## src/core/iec_params.svh

```systemverilog
// Register indices, field masks, reset values and bus codes for the event clear bank.
// Function
// - Write 1 to bits 7..5 of system clock clear drops unlocked, stabilized, locked.
// - Bits 4 and 3 of system clock clear drop calibration ended and started.
// - Bit 2 of system clock clear drops the watchdog timeout request.
// - Bits 1 and 0 drop nonvolatile memory fault and operation completed requests.
// - Compensation loop clear bit 5 drops skew limit request; bits 7..6 read zero.
// - Compensation loop clear bit 4 drops the temperature warning request.
// - Compensation loop clear bits 3 and 2 drop unfaulted and faulted requests.
// - Compensation loop clear bits 1 and 0 drop unlocked and locked requests.
// - Pair A clear bits 7..4 drop complementary input resync, valid, unfault, fault.
// - Pair A clear bits 3..0 drop primary input resync, valid, unfault, fault.
// - Pair B clear bits 7..4 drop complementary input resync, valid, unfault, fault.
// - Pair B clear bits 3..0 drop primary input resync, valid, unfault, fault.
// - Channel 0 lock and state clear registers exist; state bit 1 reserved.
// - Channel 0 acquisition, profile and analog loop registers exist, resetting to zero.
// - Every common clear bit resets to zero and is readable and writable.
`ifndef IEC_PARAMS_SVH
`define IEC_PARAMS_SVH

`define IEC_IDX_SYSTEM_CLOCK 16'h2006
`define IEC_IDX_COMP_LOOP 16'h2007
`define IEC_IDX_REF_PAIR_A 16'h2008
`define IEC_IDX_REF_PAIR_B 16'h2009
`define IEC_IDX_CH0_LOCK 16'h200B
`define IEC_IDX_CH0_STATE 16'h200C
`define IEC_IDX_CH0_FAST_ACQ 16'h200D
`define IEC_IDX_CH0_PROFILE 16'h200E
`define IEC_IDX_CH0_ANALOG 16'h200F
`define IEC_MASK_IDX_STEP 16'h0100

`define IEC_VALID_SYSTEM_CLOCK 8'hFF
`define IEC_VALID_COMP_LOOP 8'h3F
`define IEC_VALID_REF_PAIR_A 8'hFF
`define IEC_VALID_REF_PAIR_B 8'hFF
`define IEC_VALID_CH0_LOCK 8'hFF
`define IEC_VALID_CH0_STATE 8'hFD
`define IEC_VALID_CH0_FAST_ACQ 8'h1C
`define IEC_VALID_CH0_PROFILE 8'h3F
`define IEC_VALID_CH0_ANALOG 8'h1F

`define IEC_RESET_BYTE 8'h00
`define IEC_SLOT_NONE 4'hF
`define IEC_RESP_OKAY 2'h0
`define IEC_RESP_SLVERR 2'h2

`endif

```

## src/core/iec_pkg.sv

```systemverilog
// Types shared by the event clear bank.
package iec_pkg;

   // One event pulse per request bit, grouped by clear register.
   typedef struct packed {
      logic [7:0] system_clock;
      logic [7:0] compensation_loop;
      logic [7:0] ref_input_a;
      logic [7:0] ref_input_b;
      logic [7:0] digital_loop_0_lock;
      logic [7:0] digital_loop_0_state;
      logic [7:0] digital_loop_0_fast_acq;
      logic [7:0] digital_loop_0_profile;
      logic [7:0] analog_loop_0;
   } iec_evt_s;

   typedef logic [8:0][7:0] iec_bank_t;

endpackage

```

## src/core/iec_clear_bank.sv

```systemverilog
// Event request latches with write-one-to-clear registers, masks and an AXI4-Lite slave.
//
// The AXI4-Lite register port was chosen for this implementation.
`timescale 1ns/100ps
`include "iec_params.svh"

module iec_clear_bank
   import iec_pkg::*;
#(
   parameter int ADDR_W = 16
) (
   input wire logic clk,
   input wire logic sys_rst,
   input wire iec_evt_s event_pulse,
   input wire logic [ADDR_W-1:0] s_axi_awaddr,
   input wire logic s_axi_awvalid,
   output logic s_axi_awready,
   input wire logic [31:0] s_axi_wdata,
   input wire logic [3:0] s_axi_wstrb,
   input wire logic s_axi_wvalid,
   output logic s_axi_wready,
   output logic [1:0] s_axi_bresp,
   output logic s_axi_bvalid,
   input wire logic s_axi_bready,
   input wire logic [ADDR_W-1:0] s_axi_araddr,
   input wire logic s_axi_arvalid,
   output logic s_axi_arready,
   output logic [31:0] s_axi_rdata,
   output logic [1:0] s_axi_rresp,
   output logic s_axi_rvalid,
   input wire logic s_axi_rready,
   output logic irq
);

   localparam logic [15:0] IDX_TABLE [9] = '{
      `IEC_IDX_SYSTEM_CLOCK, `IEC_IDX_COMP_LOOP, `IEC_IDX_REF_PAIR_A, `IEC_IDX_REF_PAIR_B,
      `IEC_IDX_CH0_LOCK, `IEC_IDX_CH0_STATE, `IEC_IDX_CH0_FAST_ACQ, `IEC_IDX_CH0_PROFILE,
      `IEC_IDX_CH0_ANALOG};
   localparam logic [7:0] VALID_TABLE [9] = '{
      `IEC_VALID_SYSTEM_CLOCK, `IEC_VALID_COMP_LOOP, `IEC_VALID_REF_PAIR_A,
      `IEC_VALID_REF_PAIR_B, `IEC_VALID_CH0_LOCK, `IEC_VALID_CH0_STATE,
      `IEC_VALID_CH0_FAST_ACQ, `IEC_VALID_CH0_PROFILE, `IEC_VALID_CH0_ANALOG};

   // Slot of a request register (clear view) for a byte address, or none.
   function automatic logic [3:0] clear_slot(input logic [ADDR_W-1:0] addr);
      logic [3:0] slot;
      slot = `IEC_SLOT_NONE;
      if (addr[1:0] == 2'h0) begin
         for (int i = 0; i < 9; i++) begin
            if (ADDR_W'({IDX_TABLE[i], 2'h0}) == addr) begin
               slot = 4'(i);
            end
         end
      end
      return slot;
   endfunction

   // Slot of a mask register for a byte address, or none.
   function automatic logic [3:0] mask_slot(input logic [ADDR_W-1:0] addr);
      logic [3:0] slot;
      slot = `IEC_SLOT_NONE;
      if (addr[1:0] == 2'h0) begin
         for (int i = 0; i < 9; i++) begin
            if (ADDR_W'({16'(IDX_TABLE[i] + `IEC_MASK_IDX_STEP), 2'h0}) == addr) begin
               slot = 4'(i);
            end
         end
      end
      return slot;
   endfunction

   iec_bank_t evt_bytes;
   iec_bank_t req_reg;
   iec_bank_t req_next;
   iec_bank_t mask_reg;
   iec_bank_t clr_bits;

   logic awready_reg;
   logic wready_reg;
   logic bvalid_reg;
   logic [1:0] bresp_reg;
   logic arready_reg;
   logic rvalid_reg;
   logic [1:0] rresp_reg;
   logic [31:0] rdata_reg;
   logic irq_reg;

   logic aw_held_reg;
   logic [ADDR_W-1:0] aw_addr_reg;
   logic w_held_reg;
   logic [7:0] w_byte_reg;
   logic w_lane0_reg;

   logic aw_fire;
   logic w_fire;
   logic ar_fire;
   logic do_wr;
   logic [3:0] wr_clear_slot;
   logic [3:0] wr_mask_slot;
   logic [3:0] rd_clear_slot;
   logic [3:0] rd_mask_slot;

   assign evt_bytes[0] = event_pulse.system_clock;
   assign evt_bytes[1] = event_pulse.compensation_loop;
   assign evt_bytes[2] = event_pulse.ref_input_a;
   assign evt_bytes[3] = event_pulse.ref_input_b;
   assign evt_bytes[4] = event_pulse.digital_loop_0_lock;
   assign evt_bytes[5] = event_pulse.digital_loop_0_state;
   assign evt_bytes[6] = event_pulse.digital_loop_0_fast_acq;
   assign evt_bytes[7] = event_pulse.digital_loop_0_profile;
   assign evt_bytes[8] = event_pulse.analog_loop_0;

   assign aw_fire = s_axi_awvalid && awready_reg;
   assign w_fire = s_axi_wvalid && wready_reg;
   assign ar_fire = s_axi_arvalid && arready_reg;
   assign do_wr = aw_held_reg && w_held_reg && !bvalid_reg;
   assign wr_clear_slot = clear_slot(aw_addr_reg);
   assign wr_mask_slot = mask_slot(aw_addr_reg);
   assign rd_clear_slot = clear_slot(s_axi_araddr);
   assign rd_mask_slot = mask_slot(s_axi_araddr);

   // Write address and data are taken in either order, one write at a time.
   always_ff @(posedge clk) begin
      if (sys_rst) begin
         awready_reg <= 1'b0;
         aw_held_reg <= 1'b0;
         aw_addr_reg <= '0;
      end else if (aw_fire) begin
         awready_reg <= 1'b0;
         aw_held_reg <= 1'b1;
         aw_addr_reg <= s_axi_awaddr;
      end else if (do_wr) begin
         aw_held_reg <= 1'b0;
      end else if (!aw_held_reg && !bvalid_reg) begin
         awready_reg <= 1'b1;
      end
   end

   always_ff @(posedge clk) begin
      if (sys_rst) begin
         wready_reg <= 1'b0;
         w_held_reg <= 1'b0;
         w_byte_reg <= `IEC_RESET_BYTE;
         w_lane0_reg <= 1'b0;
      end else if (w_fire) begin
         wready_reg <= 1'b0;
         w_held_reg <= 1'b1;
         w_byte_reg <= s_axi_wdata[7:0];
         w_lane0_reg <= s_axi_wstrb[0];
      end else if (do_wr) begin
         w_held_reg <= 1'b0;
      end else if (!w_held_reg && !bvalid_reg) begin
         wready_reg <= 1'b1;
      end
   end

   always_ff @(posedge clk) begin
      if (sys_rst) begin
         bvalid_reg <= 1'b0;
         bresp_reg <= `IEC_RESP_OKAY;
      end else if (do_wr) begin
         bvalid_reg <= 1'b1;
         if (wr_clear_slot == `IEC_SLOT_NONE && wr_mask_slot == `IEC_SLOT_NONE) begin
            bresp_reg <= `IEC_RESP_SLVERR;
         end else begin
            bresp_reg <= `IEC_RESP_OKAY;
         end
      end else if (bvalid_reg && s_axi_bready) begin
         bvalid_reg <= 1'b0;
      end
   end

   // Ones written to a clear register, limited to implemented bits.
   always_comb begin
      for (int s = 0; s < 9; s++) begin
         clr_bits[s] = 8'h00;
         if (do_wr && w_lane0_reg && wr_clear_slot == 4'(s)) begin
            clr_bits[s] = w_byte_reg & VALID_TABLE[s];
         end
      end
   end

   // An event in the same cycle as its clear keeps the request set.
   generate
      for (genvar s = 0; s < 9; s++) begin : g_slot
         assign req_next[s] = ((req_reg[s] & ~clr_bits[s]) | evt_bytes[s])
            & VALID_TABLE[s];

         always_ff @(posedge clk) begin
            if (sys_rst) begin
               req_reg[s] <= `IEC_RESET_BYTE;
            end else begin
               req_reg[s] <= req_next[s];
            end
         end

         always_ff @(posedge clk) begin
            if (sys_rst) begin
               mask_reg[s] <= `IEC_RESET_BYTE;
            end else if (do_wr && w_lane0_reg && wr_mask_slot == 4'(s)) begin
               mask_reg[s] <= w_byte_reg & VALID_TABLE[s];
            end
         end

      end
   endgenerate

   always_ff @(posedge clk) begin
      if (sys_rst) begin
         arready_reg <= 1'b0;
      end else if (ar_fire) begin
         arready_reg <= 1'b0;
      end else if (!rvalid_reg) begin
         arready_reg <= 1'b1;
      end
   end

   // Clear registers read back the latched requests; masks read back the written implemented bits.
   always_ff @(posedge clk) begin
      if (sys_rst) begin
         rvalid_reg <= 1'b0;
         rdata_reg <= '0;
         rresp_reg <= `IEC_RESP_OKAY;
      end else if (ar_fire) begin
         rvalid_reg <= 1'b1;
         rresp_reg <= `IEC_RESP_OKAY;
         if (rd_clear_slot != `IEC_SLOT_NONE) begin
            rdata_reg <= {24'h000000, req_reg[rd_clear_slot]};
         end else if (rd_mask_slot != `IEC_SLOT_NONE) begin
            rdata_reg <= {24'h000000, mask_reg[rd_mask_slot]};
         end else begin
            rdata_reg <= '0;
            rresp_reg <= `IEC_RESP_SLVERR;
         end
      end else if (rvalid_reg && s_axi_rready) begin
         rvalid_reg <= 1'b0;
      end
   end

   always_ff @(posedge clk) begin
      if (sys_rst) begin
         irq_reg <= 1'b0;
      end else begin
         irq_reg <= |(req_reg & mask_reg);
      end
   end

   assign s_axi_awready = awready_reg;
   assign s_axi_wready = wready_reg;
   assign s_axi_bvalid = bvalid_reg;
   assign s_axi_bresp = bresp_reg;
   assign s_axi_arready = arready_reg;
   assign s_axi_rvalid = rvalid_reg;
   assign s_axi_rresp = rresp_reg;
   assign s_axi_rdata = rdata_reg;
   assign irq = irq_reg;
endmodule // iec_clear_bank

```

## config.mk

```make
export PLATFORM = sky130hd
export DESIGN_NAME = iec_clear_bank
export DESIGN_NICKNAME = d
export VERILOG_FILES = /design/src/core/iec_pkg.sv /design/src/core/iec_clear_bank.sv
export VERILOG_INCLUDE_DIRS = /design/src /design/src/core
export SDC_FILE = /design/constraint.sdc
export NUM_CORES = 1
export LEC_CHECK = 0
export BUFFER_PORTS_ARGS = -buffer_cell sky130_fd_sc_hd__clkbuf_2
export CORE_MARGIN = 1.5
export CORE_UTILIZATION = 28
export CTS_BUF_LIST = sky130_fd_sc_hd__clkbuf_16
export CTS_CLUSTER_SIZE = 10
export DETAILED_ROUTE_END_ITERATION = 8
export GPL_TIMING_DRIVEN = 0
export MAX_ROUTING_LAYER = met4
export PLACE_DENSITY = 0.5
export SYNTH_ARGS = -nofsm -noshare
export SYNTH_HDL_FRONTEND = slang
export SYNTH_SLANG_ARGS = --single-unit
export TNS_END_PERCENT = 100
```

## constraint.sdc

```tcl
create_clock -name clk -period 6.63 [get_ports clk]
set_input_delay 0.3315 -clock clk [delete_from_list [all_inputs] [get_ports clk]]
set_output_delay 0.3315 -clock clk [all_outputs]
set_load 0.01 [all_outputs]
```

==> key figures, run 1 <==
Logic synthesis
  • Cell taking the most area after synthesis: dfxtp_1
  • Post-synth top area share: 40.9%
  • Ys flop type: dfxtp_1
  • Mapped Cells: 989
  • Post-synthesis sequential area ratio: 40.9%
  • Seq cells post-synth: 161
  • Netlist cell types: 62
  • Post-synthesis compound-gate area fraction: 17.4%
  • Asr flop ratio synth: 0%
  • EDFF count, synth: 0
  • Mapped Avg Cell Area: 7.96 µm²
  • Ys Warns: 0
  • Synth top area cells: dfxtp_1 (41%), mux2i_1 (9.2%), nand2_1 (7.5%), a21oi_1 (7.4%), nor2_1 (6.9%)
  • Synth Area in Adders: 0%
  • Post-synthesis mux area share: 10.7%
  • Simple-Gate Fraction of Synth Area: 25.0%
  • Synth Area in XOR/XNOR: 0.111%
  • Combinational family with the most area after synthesis: simple AND/OR/NAND/NOR gates
  • Mapped Area: 0.00787 mm²

STA
  • Max Transition Viols Final: 0
  • Worst slew pin tran: 1.02 ns
  • Relative slew slack: 32.0%
  • Final hold viol count: 0
  • Final setup TNS: 0 ns
  • Final Setup Violations: 0
  • Tmin final: 3.04 ns
  • Max Freq: 0.329 GHz
  • RSZ-0062 raised after global routing: no
  • Final period utilization: 45.9%
  • Post-Route Skew: 0.0133 ns

Floorplanning
  • Full die area: 0.0291 mm²
  • Die Ht: 171 µm
  • Top Ports: 189
  • Cell Rows: 61
  • Die span in x: 171 µm
  • Initial core utilization: 28.4%
  • Area of the core: 0.0277 mm²

Drt
  • Router iterations before antenna repair: 5
  • Wirelength per Cell: 21.9 µm
  • Final WL: 33800 µm
  • Initial DRC count: 624
  • DRT antenna net count: 0
  • DRC errors left: 0
  • Total number of vias: 7861
  • DR vias/cell: 5.09

GRT
  • GR Util All Layers: 24.1%
  • Vias in the first global route: 7147
  • Grt ovf: 0
  • First-pass GRT wire length: 48300 µm
  • Largest net degree at the start of global routing: 17
  • Initial antenna violation count: 0

Clock network
  • Clk Latency, worst-skew pair: 0.44 ns
  • Max Root-Sink Buffers: 2
  • Worst-path clk slew: 0.07 ns
  • Post-CTS Setup Bufs: 0
  • Cts bufs inserted: 17
  • H-Tree Depth: 4
  • Resize count post-CTS: 0
  • # hold bufs at CTS: 0
  • Clock sink total: 161
  • CTS tree: built
  • CTS Root Cell: clkbuf_16

Finish
  • Antenna fix cells: 0
  • Area Overhead vs Synth: 21.9%
  • Nets: 1300
  • Final core utilization: 34.6%
  • Share of cells above drive strength 1: 17.7%

Worst setup path
  • CP max FO: 8
  • Slowest cell delay on critical path: 0.78 ns
  • Crit path depth: 8
  • Buf+Inv Stages, Crit Path: 1
  • CP max stage cell: nor4_4
  • CP Cell Sequence: or4_1 -> buf_2 -> nor4_2 -> nand3_1 -> nor4_4 -> nand2_1 -> a21oi_1 -> nor2_1
  • CP delay by family, top: simple AND/OR/NAND/NOR gates
  • Critical path startpoint category: flip-flop
  • Worst Path Required: 6.92 ns
  • Arrival time at the worst endpoint: 3.34 ns
  • Critical path type: flip-flop to flip-flop
  • Worst reg2reg path depth: 8
  • Setup crit end kind: flip-flop

Power
  • Leak: 4.07 nW
  • VDD IR max: 0.142 mV
  • Total power divided by cell area: 234 mW/mm²

Run status
  • Outcome: complete, no violations

Hold path
  • Hold Crit Class: input port to flip-flop
  • Hold Path Stages: 3

Run
  • Max_cap viols: 0

Placement
  • GP Congestion: 0.952
  • DP Wirelength: 26600 µm
  • IO buf count: 120
==> where the power goes <==
group          internal (mW)  switching, mW
registers               1.01         0.0479
logic                 0.0883          0.146
clock network          0.544          0.415
total                   1.64          0.609
==> per-layer routing <==
layer | routed length [µm] | track usage, % | vias up
met1 | 15300 | 31.2 | 3728
met3 | 1900 | 3.12 | 60
li1 | - | - | 3757
met4 | 1220 | 9.50 | 0
met2 | 15400 | 38.0 | 316
met5 | 0 | - | -
==> final timing paths <==
path              slack [ns]             from               to
setup / recovery        3.59   aw_addr_reg[6]      req_reg[35]
hold / removal           0.1  event_pulse[50]      req_reg[18]
setup reg to reg        3.59   aw_addr_reg[6]      req_reg[35]
hold reg to reg         0.45  aw_addr_reg[15]  aw_addr_reg[15]
==> area by class of cell <==
cell class	count	area [µm²]
fillers	3055	18100
clock inverters	14	128
clock buffers	17	425
plain buffers	84	422
inverters	8	30.0
repair buffers	120	601
multi-input cells	761	4290
well taps	378	473
flip-flops and latches	161	3220
==> synthesized netlist by cell type, drive strengths merged, types with 5 or more instances <==
library cell  count
nor4              6
mux2             11
mux2i            72
nor2            146
buf              35
a221oi            9
a211oi            5
inv               8
a31oi            11
nand3            47
nand4             7
a21oi           116
nor3             22
a22o              8
or3               7
nand2           159
a22oi            15
dfxtp           161
o21ai            26
clkbuf           49
==> layout by cell type (no fill, tap or decap), types with 10 or more instances in the layout <==
cell       instances
a21oi_1          116
a22oi_1           15
a31oi_1           11
buf_4             26
clkbuf_1          49
clkbuf_16         17
clkbuf_2         120
conb_1            26
dfxtp_1          161
inv_1             11
mux2_2            10
mux2i_1           72
nand2_1          158
nand3_1           47
nor2_1           145
nor3_1            20
o21ai_0           26
==> worst register-to-register path: stages, from the launching register on <==
cell     delay [ns]
dfxtp_1        0.31
or4_1          0.50
buf_2          0.17
nor4_2         0.41
nand3_1        0.38
nor4_4         0.78
nand2_1        0.11
a21oi_1        0.17
nor2_1         0.05
==> cell families (layout without fill, tap and decap cells) <==
family,after synthesis,in the layout
buffers and inverters,92,243
other,1,26
flip-flops,161,161
XOR/XNOR,1,1
multiplexers,83,83
AND/OR/NAND/NOR,427,427
AO/OA/AOI/OAI,224,224
==> per-stage QoR <==
stage	hold WS, ns	power, mW	cell area [µm²]	cells	setup WS [ns]
floorplan	0.431	1.19	7970	1014	4.07
global placement	0.440	1.31	9040	1512	3.35
detailed placement	0.446	1.31	9040	1512	3.40
CTS	0.0877	2.26	9590	1543	3.60
global route	0.0993	2.33	9590	1543	3.39
finish	0.0955	2.25	9590	1543	3.59
(Power assumes the default switching activity.)
==> run 2: changes to the inputs <==
PLACE_DENSITY = 0.52   (was 0.5)
clock period = 2.8 ns   (was 6.63 ns; I/O delays follow)
==> key figures, run 2 (same netlist as run 1, synthesis figures left out) <==
Floorplanning
  • Cell Rows: 61 (unchanged)
  • Die span in x: 171 µm (unchanged)
  • Die Ht: 171 µm (unchanged)
  • Area of the core: 0.0277 mm² (unchanged)
  • Initial core utilization: 28.4% (unchanged)
  • Full die area: 0.0291 mm² (unchanged)
  • Top Ports: 189 (unchanged)

Finish
  • Area of the multi-input gates: 0.00446 mm² (+4.0%)
  • Share of cells above drive strength 1: 19.9% (+2.2 points)
  • Reg area: 0.00322 mm² (unchanged)
  • Nets: 1396 (+7.4%)
  • Most frequent cells in the layout: dfxtp_1 (161), nand2_1 (151), nor2_1 (144), clkbuf_2 (120), a21oi_1 (106)
  • Most common cell after layout, fill and taps aside: dfxtp_1
  • FILL cells: 2929 (-4.1%)
  • Area Overhead vs Synth: 37.0%
  • Antenna fix cells: 0 (unchanged)
  • Post-route insts no fill: 1640 (+6.3%)

Run
  • Max_cap viols: 0 (unchanged)

Drt
  • Initial DRC count: 798 (+28%)
  • DRC errors left: 0 (unchanged)
  • Final WL: 35100 µm (+3.9%)
  • Router iterations before antenna repair: 6 (+1)
  • WL met3: 2120 µm (+12%)
  • Wirelength per Cell: 21.4 µm (-2.3%)
  • DR vias/cell: 5.07 (-0.49%)
  • Post-Route M1 WL: 15500 µm (+1.8%)
  • Top sig layer: met4
  • Routed wl met2: 16400 µm (+6.1%)
  • DRT antenna net count: 0 (unchanged)
  • Total number of vias: 8314 (+5.8%)

STA
  • Relative slew slack: 26.5% (-5.5 points)
  • Post-Route Skew: 0.00928 ns (-0.00406 ns)
  • Max Transition Viols Final: 0 (unchanged)
  • Final hold viol count: 0 (unchanged)
  • Worst slew pin tran: 1.10 ns (+0.0819 ns)
  • Max Freq: 0.365 GHz (+11%)
  • Final setup TNS: 0 ns (unchanged)
  • Final Setup Violations: 0 (unchanged)
  • Hold slack: 0.0165 ns (-0.0790 ns)
  • RSZ-0062 raised after global routing: yes
  • Final period utilization: 97.8% (+52 points)
  • Tmin final: 2.74 ns (-0.305 ns)

Run status
  • Outcome: complete, no violations

Placement
  • DP Wirelength: 26600 µm (about the same)
  • Placed cells: 1512 (unchanged)
  • IO buf count: 120 (unchanged)
  • GP Congestion: 0.980 (+2.9%)

Clock network
  • Cts bufs inserted: 17 (unchanged)
  • Worst-path clk slew: 0.07 ns (about the same)
  • Clock sink total: 161 (unchanged)
  • Max Root-Sink Buffers: 2 (unchanged)
  • CTS tree: built
  • H-Tree Depth: 4 (unchanged)
  • Clk Latency, worst-skew pair: 0.44 ns (about the same)
  • CTS Root Cell: clkbuf_16

Worst setup path
  • Critical path startpoint category: flip-flop
  • CP max stage cell: or4b_4
  • Arrival time at the worst endpoint: 3.06 ns (-0.28 ns)
  • Most used cell, CP: or3_1
  • Buf+Inv Stages, Crit Path: 0 (-1)
  • R2R setup slack: 0.06 ns (-3.52 ns)
  • Critical path type: flip-flop to flip-flop
  • Worst Path Required: 3.12 ns (-3.80 ns)
  • CP Cell Sequence: or4b_4 -> or3_1 -> or3_1 -> nor3_2 -> nand2_2 -> mux2i_1 -> nor2_1
  • CP max FO: 7 (-1)
  • CP delay by family, top: simple AND/OR/NAND/NOR gates
  • Setup crit end kind: flip-flop
  • Slowest cell delay on critical path: 0.58 ns (-0.20 ns)

GRT
  • Vias in the first global route: 7747 (+8.4%)
  • Initial antenna violation count: 0 (unchanged)
  • GR Util All Layers: 25.1% (+1.1 points)
  • Grt ovf: 0 (unchanged)
  • Largest net degree at the start of global routing: 17 (unchanged)
  • First-pass GRT wire length: 51200 µm (+6.0%)

Power
  • Total power divided by cell area: 521 mW/mm² (+120%)
  • Leak: 4.58 nW (+13%)
  • VDD IR max: 0.371 mV (+160%)

Hold path
  • Hold Crit Class: input port to flip-flop
-- run 2: cell count changes in the layout (fill, tap and decap cells not counted), moves of 4 or more --
cell           change
a21oi_2           +10
inv_6              +4
nor3_4             +4
nand2_2            +5
a21oi_1           -10
dlygate4sd3_1     +87
buf_4              +6
nand2_1            -7
nor3_1             -6
-- run 2: through the flow --
stage	utilization [%]	cell area [µm²]	worst slack (ns)	total power, mW
final	38.9	10800	0.0613	5.62
after floorplan	-	7970	0.267	2.82
after global placement	32.6	9040	-0.269	3.09
after CTS	38.2	10600	-0.0495	5.62
after detailed placement	32.6	9040	-0.314	3.10
after global routing	38.9	10800	-0.0653	5.83
-- run 2: worst paths after layout --
| check | to | startpoint | cells after the start |
|---|---|---|---|
| max | mask_reg[46] | aw_addr_reg[12] | 7 |
| min | s_axi_awready | s_axi_awvalid | 4 |
| max reg2reg | mask_reg[46] | aw_addr_reg[12] | 7 |
| min reg2reg | aw_addr_reg[11] | aw_addr_reg[11] | 2 |
-- run 2: layout make-up --
| type | instances | area share (%) |
|---|---|---|
| Buffer | 84 | 4.03 |
| Clock inverter | 15 | 1.57 |
| Sequential cell | 161 | 29.9 |
| Tap cell | 378 | 4.39 |
| Inverter | 8 | 0.278 |
| Clock buffer | 17 | 3.94 |
| Timing Repair Buffer | 216 | 14.5 |
| Multi-Input combinational cell | 761 | 41.4 |
-- run 2: layer usage --
layer	up-vias	GRT usage [%]
li1	3968	-
met1	3930	32.2
met2	342	40.9
met3	74	3.35
met4	0	8.31
met5	-	-
-- run 2: worst register-to-register path, cell delays in order, from the launching register on --
cell and delay (ns):
dfxtp_1 0.31, or4b_4 0.58, or3_1 0.43, or3_1 0.41
nor3_2 0.35, nand2_2 0.25, mux2i_1 0.22, nor2_1 0.06
-- run 2: what timing repair did --
action | in CTS | in global routing
setup endpoints to repair | 48 | 110
hold endpoints to repair | 87 | 0
hold buffers | 87 | 0
cloned | 0 | 0
pin swaps | 3 | 14
gates resized for setup | 5 | 41
buffers inserted | 4 | 5
-- run 2: where the power goes --
part	leakage, nW	internal (mW)	switching [mW]
clock	0.284	1.34	1.11
combinational	2.98	0.299	0.378
sequential	1.32	2.38	0.112
